<file path="src/logic/sbst_params.svh">
// constants of the serial boundary-scan test port
`ifndef SBST_PARAMS_SVH
`define SBST_PARAMS_SVH

// ****************************************
// register lengths
// ****************************************
`define SBST_IR_LEN 3
`define SBST_ID_LEN 32
`define SBST_BSR_LEN 71

// ****************************************
// instruction codes
// ****************************************
`define SBST_INS_EXTEST 3'h0
`define SBST_INS_IDCODE 3'h1
`define SBST_INS_SAMPLEZ 3'h2
`define SBST_INS_SAMPLE 3'h4
`define SBST_INS_BYPASS 3'h7

// pattern loaded in instruction capture, low two bits are 01
`define SBST_IR_CAPTURE 3'h1

// ****************************************
// identification
// ****************************************
// arbitrary identity value, bit 0 must stay 1
`define SBST_ID_CODE 32'h0ABCD001

// ****************************************
// reset values
// ****************************************
`define SBST_SYNC_RST 1'h1
`define SBST_TDO_RST 1'h0

`endif

</file>
<file path="src/logic/sbst_pkg.sv">
// types shared by the boundary-scan test port modules
package sbst_pkg;

  // ****************************************
  // test controller states
  // ****************************************
  typedef enum logic [3:0] {
    ST_RESET,
    ST_IDLE,
    ST_SEL_DR,
    ST_CAP_DR,
    ST_SHIFT_DR,
    ST_EXIT1_DR,
    ST_PAUSE_DR,
    ST_EXIT2_DR,
    ST_UPD_DR,
    ST_SEL_IR,
    ST_CAP_IR,
    ST_SHIFT_IR,
    ST_EXIT1_IR,
    ST_PAUSE_IR,
    ST_EXIT2_IR,
    ST_UPD_IR
  } sbst_state_t;

  // ****************************************
  // data register in the serial path
  // ****************************************
  typedef enum logic [1:0] {
    SEL_BYPASS,
    SEL_ID,
    SEL_BOUNDARY
  } sbst_sel_t;

endpackage

</file>
<file path="src/logic/sbst_fsm_if.sv">
// carrier between the port core and its state machine
`timescale 1ns/10ps

interface sbst_fsm_if;
  logic step;
  logic tmsBit;
  sbst_pkg::sbst_state_t state;

  modport fsm (
    input step,
    input tmsBit,
    output state
  );

  modport core (
    output step,
    output tmsBit,
    input state
  );
endinterface

</file>
<file path="src/logic/sbst_tap.sv">
// serial boundary-scan test port core
// Function
// - inputs taken on test clock rise, outputs change only on its fall
// - mode select steers the state machine; unconnected it reads high only while the sync flops are held in reset
// - serial input enters register msb, serial output leaves from lsb
// - serial output driven only in shift states, otherwise released
// - five high mode-select samples reset test logic, memory unaffected
// - power-up reset puts test logic in reset with output released
// - one data register in the path, chosen by the instruction alone
// - three-bit instruction register loads identify code at reset
// - instruction capture loads 01 into the two low bits
// - bypass is one bit, cleared when bypass is executed
// - under bypass in data shift the single bit forms the path
// - boundary register captures the I/O ring and shifts under sample types
// - identify captures a fixed 32-bit code and shifts it out
// - new instruction takes effect only in instruction update
// - all-zero code acts like sample and forces memory outputs off
// - sample-high-z shifts boundary register and forces memory outputs off
// - sample snapshots pins; data update acts like pause
// - no injection into memory and no preload of I/O buffers
// - codes 000 external test, 001 identify, 010 sample high-z
// - boundary register is 71 bits long
// - identify code bit 0 reads 1
`timescale 1ns/10ps
`include "sbst_params.svh"

module sbst_tap #(
  parameter int BSR_LEN = `SBST_BSR_LEN,
  // arbitrary identity value
  parameter logic [`SBST_ID_LEN-1:0] ID_CODE = `SBST_ID_CODE
) (
  input wire logic clock,
  input wire logic srst,
  input wire logic tckPin,
  input wire logic tmsPin,
  input wire logic tdiPin,
  input wire logic [BSR_LEN-1:0] ioRing,
  output logic tdoOut,
  output logic tdoOe,
  output logic memOutHighZ
);
  import sbst_pkg::*;

  // ****************************************
  // pin synchronisers
  // ****************************************
  logic tckS1_r;
  logic tckS2_r;
  logic tckS3_r;
  logic tmsS1_r;
  logic tmsS2_r;
  logic tdiS1_r;
  logic tdiS2_r;
  logic [BSR_LEN-1:0] ringS1_r;
  logic [BSR_LEN-1:0] ringS2_r;
  logic tckRise;
  logic tckFall;

  // sync flops preset high so select and data read high until pin values pass through after reset
  always_ff @(posedge clock) begin
    if (srst) begin
      tmsS1_r <= `SBST_SYNC_RST;
      tmsS2_r <= `SBST_SYNC_RST;
      tdiS1_r <= `SBST_SYNC_RST;
      tdiS2_r <= `SBST_SYNC_RST;
    end else begin
      tmsS1_r <= tmsPin;
      tmsS2_r <= tmsS1_r;
      tdiS1_r <= tdiPin;
      tdiS2_r <= tdiS1_r;
    end
  end

  // clock held low keeps every edge detect quiet
  always_ff @(posedge clock) begin
    if (srst) begin
      tckS1_r <= 1'h0;
      tckS2_r <= 1'h0;
      tckS3_r <= 1'h0;
    end else begin
      tckS1_r <= tckPin;
      tckS2_r <= tckS1_r;
      tckS3_r <= tckS2_r;
    end
  end

  // ring bits may be mid-transition; second flop bounds metastability only
  always_ff @(posedge clock) begin
    ringS1_r <= ioRing;
    ringS2_r <= ringS1_r;
  end

  assign tckRise = tckS2_r & ~tckS3_r;
  assign tckFall = ~tckS2_r & tckS3_r;

  // ****************************************
  // state machine
  // ****************************************
  sbst_fsm_if fsmIf ();
  sbst_state_t state;

  assign fsmIf.step = tckRise;
  assign fsmIf.tmsBit = tmsS2_r;
  assign state = fsmIf.state;

  sbst_tap_fsm uFsm (
    .clock(clock),
    .srst(srst),
    .ctl(fsmIf)
  );

  // ****************************************
  // instruction register
  // ****************************************
  logic [`SBST_IR_LEN-1:0] irShift_r;
  logic [`SBST_IR_LEN-1:0] irActive_r;

  always_ff @(posedge clock) begin
    if (srst) begin
      irShift_r <= `SBST_INS_IDCODE;
    end else if (tckRise) begin
      case (state)
        ST_CAP_IR: irShift_r <= `SBST_IR_CAPTURE;
        ST_SHIFT_IR: irShift_r <= {tdiS2_r, irShift_r[`SBST_IR_LEN-1:1]};
        default: irShift_r <= irShift_r;
      endcase
    end
  end

  // reserved codes fall to bypass; the controller must not load them
  always_ff @(posedge clock) begin
    if (srst) begin
      irActive_r <= `SBST_INS_IDCODE;
    end else if (state == ST_RESET) begin
      irActive_r <= `SBST_INS_IDCODE;
    end else if (tckRise && state == ST_UPD_IR) begin
      irActive_r <= irShift_r;
    end
  end

  // ****************************************
  // data register selection
  // ****************************************
  sbst_sel_t drSel;

  always_comb begin
    case (irActive_r)
      `SBST_INS_IDCODE: drSel = SEL_ID;
      `SBST_INS_EXTEST: drSel = SEL_BOUNDARY;
      `SBST_INS_SAMPLEZ: drSel = SEL_BOUNDARY;
      `SBST_INS_SAMPLE: drSel = SEL_BOUNDARY;
      default: drSel = SEL_BYPASS;
    endcase
  end

  // ****************************************
  // bypass bit
  // ****************************************
  logic bypass_r;

  always_ff @(posedge clock) begin
    if (srst) begin
      bypass_r <= 1'h0;
    end else if (tckRise && drSel == SEL_BYPASS) begin
      case (state)
        ST_CAP_DR: bypass_r <= 1'h0;
        ST_SHIFT_DR: bypass_r <= tdiS2_r;
        default: bypass_r <= bypass_r;
      endcase
    end
  end

  // ****************************************
  // identification register
  // ****************************************
  logic [`SBST_ID_LEN-1:0] idShift_r;

  always_ff @(posedge clock) begin
    if (srst) begin
      idShift_r <= ID_CODE;
    end else if (tckRise && drSel == SEL_ID) begin
      case (state)
        ST_CAP_DR: idShift_r <= {ID_CODE[`SBST_ID_LEN-1:1], 1'h1};
        ST_SHIFT_DR: idShift_r <= {tdiS2_r, idShift_r[`SBST_ID_LEN-1:1]};
        default: idShift_r <= idShift_r;
      endcase
    end
  end

  // ****************************************
  // boundary register
  // ****************************************
  logic [BSR_LEN-1:0] bsr_r;

  // capture only; update has no output stage, so nothing reaches the memory
  always_ff @(posedge clock) begin
    if (srst) begin
      bsr_r <= '0;
    end else if (tckRise && drSel == SEL_BOUNDARY) begin
      case (state)
        ST_CAP_DR: bsr_r <= ringS2_r;
        ST_SHIFT_DR: bsr_r <= {tdiS2_r, bsr_r[BSR_LEN-1:1]};
        ST_UPD_DR: bsr_r <= bsr_r;
        default: bsr_r <= bsr_r;
      endcase
    end
  end

  // ****************************************
  // serial output, updated on the falling edge
  // ****************************************
  logic tdoBit;

  always_comb begin
    if (state == ST_SHIFT_IR) begin
      tdoBit = irShift_r[0];
    end else begin
      case (drSel)
        SEL_ID: tdoBit = idShift_r[0];
        SEL_BOUNDARY: tdoBit = bsr_r[0];
        default: tdoBit = bypass_r;
      endcase
    end
  end

  always_ff @(posedge clock) begin
    if (srst) begin
      tdoOe <= `SBST_TDO_RST;
      tdoOut <= `SBST_TDO_RST;
    end else if (tckFall) begin
      tdoOe <= (state == ST_SHIFT_DR) || (state == ST_SHIFT_IR);
      tdoOut <= tdoBit;
    end
  end

  // ****************************************
  // memory output release
  // ****************************************
  always_ff @(posedge clock) begin
    if (srst) begin
      memOutHighZ <= 1'h0;
    end else if (tckFall) begin
      memOutHighZ <= (irActive_r == `SBST_INS_EXTEST) || (irActive_r == `SBST_INS_SAMPLEZ);
    end
  end
endmodule

</file>
<file path="src/logic/sbst_tap_fsm.sv">
// sixteen-state test controller sequencing
`timescale 1ns/10ps

module sbst_tap_fsm (
  input wire logic clock,
  input wire logic srst,
  sbst_fsm_if.fsm ctl
);
  import sbst_pkg::*;

  sbst_state_t state_r;
  sbst_state_t state_nxt;

  // ****************************************
  // next state from sampled mode select
  // ****************************************
  always_comb begin
    state_nxt = state_r;
    case (state_r)
      ST_RESET: state_nxt = ctl.tmsBit ? ST_RESET : ST_IDLE;
      ST_IDLE: state_nxt = ctl.tmsBit ? ST_SEL_DR : ST_IDLE;
      ST_SEL_DR: state_nxt = ctl.tmsBit ? ST_SEL_IR : ST_CAP_DR;
      ST_CAP_DR: state_nxt = ctl.tmsBit ? ST_EXIT1_DR : ST_SHIFT_DR;
      ST_SHIFT_DR: state_nxt = ctl.tmsBit ? ST_EXIT1_DR : ST_SHIFT_DR;
      ST_EXIT1_DR: state_nxt = ctl.tmsBit ? ST_UPD_DR : ST_PAUSE_DR;
      ST_PAUSE_DR: state_nxt = ctl.tmsBit ? ST_EXIT2_DR : ST_PAUSE_DR;
      ST_EXIT2_DR: state_nxt = ctl.tmsBit ? ST_UPD_DR : ST_SHIFT_DR;
      ST_UPD_DR: state_nxt = ctl.tmsBit ? ST_SEL_DR : ST_IDLE;
      ST_SEL_IR: state_nxt = ctl.tmsBit ? ST_RESET : ST_CAP_IR;
      ST_CAP_IR: state_nxt = ctl.tmsBit ? ST_EXIT1_IR : ST_SHIFT_IR;
      ST_SHIFT_IR: state_nxt = ctl.tmsBit ? ST_EXIT1_IR : ST_SHIFT_IR;
      ST_EXIT1_IR: state_nxt = ctl.tmsBit ? ST_UPD_IR : ST_PAUSE_IR;
      ST_PAUSE_IR: state_nxt = ctl.tmsBit ? ST_EXIT2_IR : ST_PAUSE_IR;
      ST_EXIT2_IR: state_nxt = ctl.tmsBit ? ST_UPD_IR : ST_SHIFT_IR;
      ST_UPD_IR: state_nxt = ctl.tmsBit ? ST_SEL_DR : ST_IDLE;
      default: state_nxt = ST_RESET;
    endcase
  end

  // five high samples reach reset from any state
  always_ff @(posedge clock) begin
    if (srst) begin
      state_r <= ST_RESET;
    end else if (ctl.step) begin
      state_r <= state_nxt;
    end
  end

  assign ctl.state = state_r;
endmodule

</file>
<file path="config.mk">
export PLATFORM = sky130hd
export DESIGN_NAME = sbst_tap
export DESIGN_NICKNAME = d
export VERILOG_FILES = /design/src/logic/sbst_pkg.sv /design/src/logic/sbst_fsm_if.sv /design/src/logic/sbst_tap.sv /design/src/logic/sbst_tap_fsm.sv
export VERILOG_INCLUDE_DIRS = /design/src /design/src/logic
export SDC_FILE = /design/constraint.sdc
export NUM_CORES = 1
export LEC_CHECK = 0
export BUFFER_PORTS_ARGS = -buffer_cell sky130_fd_sc_hd__buf_4
export CELL_PAD_IN_SITES_DETAIL_PLACEMENT = 0
export CELL_PAD_IN_SITES_GLOBAL_PLACEMENT = 1
export CORE_AREA = 5 5 211 151
export CTS_CLUSTER_SIZE = 8
export DETAILED_ROUTE_END_ITERATION = 6
export DIE_AREA = 0 0 216 156
export GPL_ROUTABILITY_DRIVEN = 0
export GPL_TIMING_DRIVEN = 1
export PLACE_DENSITY = 0.55
export SYNTH_ARGS = -nofsm -noshare
export SYNTH_HDL_FRONTEND = slang
export SYNTH_SLANG_ARGS = --single-unit
export TNS_END_PERCENT = 5
</file>
<file path="constraint.sdc">
create_clock -name clock -period 2.4 [get_ports clock]
set_clock_uncertainty 0.15 [all_clocks]
set_input_delay 0.24 -clock clock [delete_from_list [all_inputs] [get_ports clock]]
set_output_delay 0.24 -clock clock [all_outputs]
set_load 0.02 [all_outputs]
</file>
==> flow_metrics.py, run 1 <==
metrics = {
    "floorplan": {
        "ios": 79,
        "die_h_microns": 156,
        "initial_core_util_pct": 28.6,
        "die_x_microns": 216,
        "coreArea_sq_um": 29600,
        "dieArea_sq_um": 33700,
        "std_cell_rows": 53,
    },
    "placed_design": {
        "post-place-cells": 1139,
        "portBuffers": 78,
        "dp_hpwl_microns": 9350,
    },
    "critical_path": {
        "arrival_ns": 2.25,
        "startpoint_type": "register",
        "crit_type": "reg -> reg",
        "slowest_delay_ns": 0.49,
        "worstPathRequired_ns": 2.60,
        "cp-end-kind": "register",
        "cp_max_fo": 17,
        "critPathSlowestCell": "or3b_2",
        "crit_path_cell_trace": "or3b_2, ha_1, o211a_4, buf_12, nor2_1, a211oi_2",
    },
    "finish": {
        "area_growth_pct": 34.4,
        "stdcell_count": 1256,
        "drive_gt1_share_pct": 25.6,
        "antennaDiodeCount": 0,
        "final_nets": 948,
    },
    "drt": {
        "drc": 0,
        "via_per_inst": 4.22,
        "num_vias": 5298,
        "met2WireLength_microns": 6620,
        "firstDrtPassIters": 4,
        "ant_nets": 0,
        "wl_met3_microns": 804,
        "drt-total-wl_microns": 16100,
        "wl_met1_microns": 8350,
        "first_iter_violations": 224,
        "top_layer": "met4",
        "drt-wirelength-per-cell_microns": 12.8,
    },
    "timing": {
        "setup_viol": 0,
        "setup_tns_ns": 0,
        "period_needed_ns": 2.06,
        "max_freq_mhz": 486,
        "finalHoldViolCount": 0,
        "rsz0062_at_grt": "no",
        "min_period_over_period_pct": 85.7,
        "maxSlewViolCount": 0,
        "max-slew-margin-rel_pct": 51.2,
        "max_slew.worst_pin.slew_ns": 0.732,
    },
    "logic_synthesis": {
        "async_flop_share_pct": 0,
        "yosys.cell_types.count": 40,
        "synth_top_family_by_area": "compound AO/OA/AOI/OAI gates",
        "yosys.area_share.simple_pct": 9.14,
        "synth_cells": 703,
        "synth-seq-cells": 266,
        "syn_nets": 782,
        "synthXorXnorAreaFrac_pct": 0.310,
        "synth_fa_ha_area_share_pct": 0.444,
        "synth-warning-count": 0,
        "synth_edf_count": 0,
        "muxShareOfSynthArea_pct": 8.52,
        "synth-compound-area-share_pct": 15.3,
        "seq_area_frac_synth_pct": 62.9,
        "netlist_area_sq_um": 8460,
        "yosys_most_used_dff": "dfxtp_1",
        "avgSynthCellArea_sq_um": 12.0,
    },
    "status": {
        "outcome": "completed",
    },
    "pwr": {
        "seqPwrFrac_pct": 47.2,
        "power.internal_mw": 7.87,
        "power.switching_mw": 1.90,
        "power.leakage_nw": 4.12,
        "clkPwrFrac_pct": 49.5,
        "p_total_mw": 9.76,
        "ir_drop_uv": 408,
        "pwr_density_cell_nw_per_um2": 858,
        "pwr-share-comb_pct": 3.3,
        "p_sw_share_pct": 19.4,
    },
    "clock_tree": {
        "tritoncts": "done",
        "clk_latency_ns": 0.50,
        "h-tree-depth": 2,
        "cts_root_buf": "clkbuf_16",
        "clock_path_buffers": 3,
        "post_cts_resized": 0,
        "clock-sinks": 266,
        "numCtsBuffers": 39,
        "cts.clk_slew.worst_paths_ns": 0.05,
    },
    "global_routing": {
        "grt_pass1_wl_microns": 27500,
        "grt_usage_pct": 9.77,
        "grt_overflow": 0,
        "grt_pass1_vias": 5483,
        "antenna_found_initial": 0,
        "grt_max_degree": 80,
    },
    "worst_hold_path": {
        "hold_path_class": "in -> reg",
    },
    "job": {
        "cap_violations": 0,
    },
}
## cells in the mapped netlist, types with 3 or more instances
cell type / number / share of area (%)
a21oi_1: 17 / 1.0
o21ai_0: 4 / 0.24
mux2i_1: 72 / 8.5
xnor2_1: 3 / 0.31
nand2b_1: 7 / 0.52
a22oi_1: 25 / 2.2
a211oi_1: 3 / 0.27
nor2b_1: 6 / 0.44
nor2_1: 116 / 5.1
dfxtp_1: 266 / 63
ha_1: 3 / 0.44
inv_1: 4 / 0.18
buf_2: 13 / 0.77
nor3_1: 17 / 1.0
o21ai_1: 4 / 0.24
or2_2: 4 / 0.30
buf_4: 15 / 1.3
nand2_1: 6 / 0.27
a211oi_2: 70 / 10
clkbuf_1: 21 / 0.93
nand3_1: 3 / 0.18
## layout make-up
cell class                 instances  area, sq um
tap                              385          482
timing repair buffer             175         1620
multi-input combinational        383         2870
clock inverter                     1         30.0
inverter                           4         15.0
sequential                       266         5330
clock buffer                      42         1040
fill                            2874        18300
## kinds of logic (layout without fill, tap and decap cells)
group,after synthesis,count (layout)
flops,266,266
compound gates,134,134
xor+xnor,3,3
buf+inv,54,222
fa+ha+maj,3,3
mux,72,72
simple gates,171,171
## flip-flops by register name, summed over array words and instances, names as in the netlist
register,cells
bsr_r,71
ringS1_r,71
ringS2_r,71
idShift_r,32
uFsm.ctl.state,4
irActive_r,3
irShift_r,3
bypass_r,1
fsmIf.tmsBit,1
memOutHighZ,1
tckS1_r,1
tckS2_r,1
tckS3_r,1
tdiS1_r,1
tdiS2_r,1
tdoOe,1
tdoOut,1
tmsS1_r,1
## layout by cell type (no fill, tap or decap), types with 3 or more instances in the layout
cell type and instances:
a211oi_1 3, a211oi_2 70, a21oi_1 17, a22oi_1 25
buf_12 9, buf_4 91, clkbuf_16 41, dfxtp_1 266
dlygate4sd3_1 74, ha_1 3, inv_1 4, mux2i_1 72
nand2_1 6, nand2b_1 7, nand3_1 3, nor2_1 116
nor2b_1 6, nor3_1 17, o21ai_0 4, o21ai_1 4
or2_2 4, xnor2_1 3
## critical path: cells and delay by family, from the launching register on
kind,cells,cell delay [ns]
AOI/OAI and AO/OA,2,0.33
buffers and inverters,1,0.21
DFF,1,0.35
adders and majority gates,1,0.23
and+or+nand+nor,2,0.62
## final timing paths
check | start | end | slack (ns) | depth (start not counted)
hold / removal | srst | tckS1_r | 0.07 | 2
setup reg to reg | irActive_r[0] | bsr_r[59] | 0.34 | 6
setup / recovery | irActive_r[0] | bsr_r[59] | 0.34 | 6
hold reg to reg | ringS1_r[28] | ringS2_r[28] | 0.17 | 0
## per-stage QoR
step / util, % / worst slack [ns] / area [sq um] / hold WS [ns]
finish: 38.4 / 0.344 / 11400 / 0.0653
CTS: 38.4 / 0.311 / 11400 / 0.0687
global placement: 32.3 / 0.366 / 9570 / 0.161
floorplan: - / 0.404 / 8460 / 0.118
global route: 38.4 / 0.180 / 11400 / 0.0875
detailed placement: 32.3 / 0.324 / 9570 / 0.162
## repair_timing
action | in CTS | in global routing
hold endpoints to repair | 74 | 0
setup endpoints to repair | 0 | 0
hold buffers | 74 | 0
setup buffers | 0 | 0
## power by group through the flow
stage / clock [mW] / sequential (mW) / combinational [mW]
6_report: 4.83 / 4.61 / 0.320
5_1_grt: 5.24 / 4.61 / 0.351
4_1_cts: 5.04 / 4.61 / 0.324
3_5_place_dp: 0 / 4.69 / 0.227
3_3_place_gp: 0 / 4.70 / 0.229
2_1_floorplan: 0 / 4.67 / 0.107
## per-layer routing
layer / vias to the layer above / global-route usage (%)
li1: 2772 / -
met1: 2406 / 13.9
met2: 92 / 14.1
met3: 28 / 3.06
met4: 0 / 3.42
met5: - / 0
No activity file was read; power rests on OpenSTA's default activity.
==> run 2: changes to the inputs <==
- CORE_AREA: 5 5 211 151 -> 5 5 120 167
- DIE_AREA: 0 0 216 156 -> 0 0 125 172
- PLACE_DENSITY: 0.55 -> 0.8
- RECOVER_POWER: default -> 25
==> run 2 against run 1 <==
  * Clock power shrank 3%
  * Non-clock buffer count fell by 6
  * Register-to-register slack lost 0.04 ns
  * Global-route usage increased by 4.4 points
  * Fmax is 1.9% lower
  * Cell area shrank 2.2%
  * Die area down 36%
  * Highest routed layer unchanged
==> flow_metrics.py, run 2 (synthesized netlist as in run 1, its figures left out) <==
metrics = {
    "status": {
        "outcome": "completed",
    },
    "global_routing": {
        "antenna_found_initial": 0,
        "grt_pass1_vias": 5649,
        "grt_usage_pct": 14.2,
        "grt_max_degree": 69,
        "grt_overflow": 0,
        "grt_pass1_wl_microns": 26000,
    },
    "drt": {
        "drc": 0,
        "drt-wirelength-per-cell_microns": 13.8,
        "firstDrtPassIters": 4,
        "num_vias": 5444,
        "drt-total-wl_microns": 15300,
        "ant_nets": 0,
        "first_iter_violations": 295,
        "via_per_inst": 4.91,
    },
    "timing": {
        "finalHoldViolCount": 0,
        "min_period_over_period_pct": 87.3,
        "rsz0062_at_grt": "no",
        "max_freq_mhz": 477,
        "period_needed_ns": 2.10,
        "setup_tns_ns": 0,
        "setup_viol": 0,
        "max-slew-margin-rel_pct": 48.9,
        "maxSlewViolCount": 0,
        "max_slew.worst_pin.slew_ns": 0.766,
        "setup_ws_ns": 0.305,
    },
    "critical_path": {
        "critPathSlowestCell": "dfxtp_1",
        "cp-end-kind": "register",
        "slowest_delay_ns": 0.47,
        "crit_type": "reg -> reg",
        "cp_max_fo": 18,
        "worstPathRequired_ns": 2.69,
        "startpoint_type": "register",
        "arrival_ns": 2.38,
        "crit_path_cell_trace": "nor3b_2, o211a_4, buf_4, nor2_1, a211oi_2",
        "rrSetupSlack_ns": 0.30,
    },
    "pwr": {
        "ir_drop_uv": 669,
        "power.leakage_nw": 4.07,
        "pwr_density_cell_nw_per_um2": 865,
        "p_total_mw": 9.62,
    },
    "finish": {
        "top_regs": "bsr_r x71, ringS1_r x71, ringS2_r x71",
        "final_common_cell": "dfxtp_1",
        "stdcell_count": 1109,
        "final_nets": 942,
        "seq_area_sq_um": 5330,
        "drive_gt1_share_pct": 25.1,
        "antennaDiodeCount": 0,
        "area_growth_pct": 31.5,
        "fillCellCount": 1392,
        "multi_input_area_sq_um": 2870,
        "final_core_util_pct": 60.5,
        "layout_common_cells": "dfxtp_1, nor2_1, buf_4",
    },
    "clock_tree": {
        "numCtsBuffers": 39,
        "clk_latency_ns": 0.52,
        "cts.clk_slew.worst_paths_ns": 0.05,
        "clock-sinks": 266,
        "h-tree-depth": 2,
        "clock_path_buffers": 3,
        "postCtsSetupRepairBufs": 0,
        "tritoncts": "done",
        "cts_root_buf": "clkbuf_16",
    },
    "floorplan": {
        "ios": 79,
        "die_h_microns": 172,
        "die_x_microns": 125,
        "coreArea_sq_um": 18400,
        "std_cell_rows": 59,
        "dieArea_sq_um": 21500,
        "initial_core_util_pct": 46.0,
    },
    "placed_design": {
        "portBuffers": 78,
        "post-place-cells": 992,
        "dp_hpwl_microns": 9030,
        "pre_cts_ws_ns": 0.313,
    },
    "worst_hold_path": {
        "hold_path_class": "in -> reg",
    },
    "job": {
        "cap_violations": 0,
    },
}
## run 2: metal layers
| metal | global-route usage [%] | share of wire (%) |
|---|---|---|
| met1 | 16.2 | 42 |
| met2 | 25.7 | 51 |
| met3 | 3.58 | 4.2 |
| met4 | 5.24 | 2.1 |
| met5 | 0 | 0 |
## run 2: worst paths after layout
path                startpoint           to  depth (start not counted)
max          uFsm.ctl.state[3]    bsr_r[55]                          5
min                       srst      tckS2_r                          2
max reg2reg  uFsm.ctl.state[3]    bsr_r[55]                          5
min reg2reg        ringS1_r[3]  ringS2_r[3]                          0
## run 2: stage by stage
stage	hold WS, ns	area, sq um
after global routing	0.139	11100
after detailed placement	0.162	9330
after CTS	0.106	11100
after global placement	0.160	9330
after floorplan	0.118	8460
final	0.125	11100
## run 2: where the power goes
| group | internal [mW] | total, mW | switching (mW) |
|---|---|---|---|
| Clock | 2.90 | 4.69 | 1.79 |
| Sequential | 4.57 | 4.61 | 0.0443 |
| Combinational | 0.196 | 0.319 | 0.124 |
| Total | 7.66 | 9.62 | 1.96 |
## run 2: area by class of cell
class	instances	share of cell area [%]
clock buffers	39	8.77
repair buffers	169	14.0
flip-flops and latches	266	47.9
clock inverters	4	0.709
well taps	244	2.74
multi-input cells	383	25.8
inverters	4	0.135
## run 2: timing repair
item / in CTS / in global routing
hold buffers: 74 / 0
gates resized for setup: 0 / 0
hold endpoints to repair: 74 / 0
## run 2: critical path: cells and delay by family, from the launching register on
kind | cells | cell delay, ns
DFF | 1 | 0.47
and+or+nand+nor | 2 | 0.44
buffers and inverters | 1 | 0.32
AOI/OAI and AO/OA | 2 | 0.63
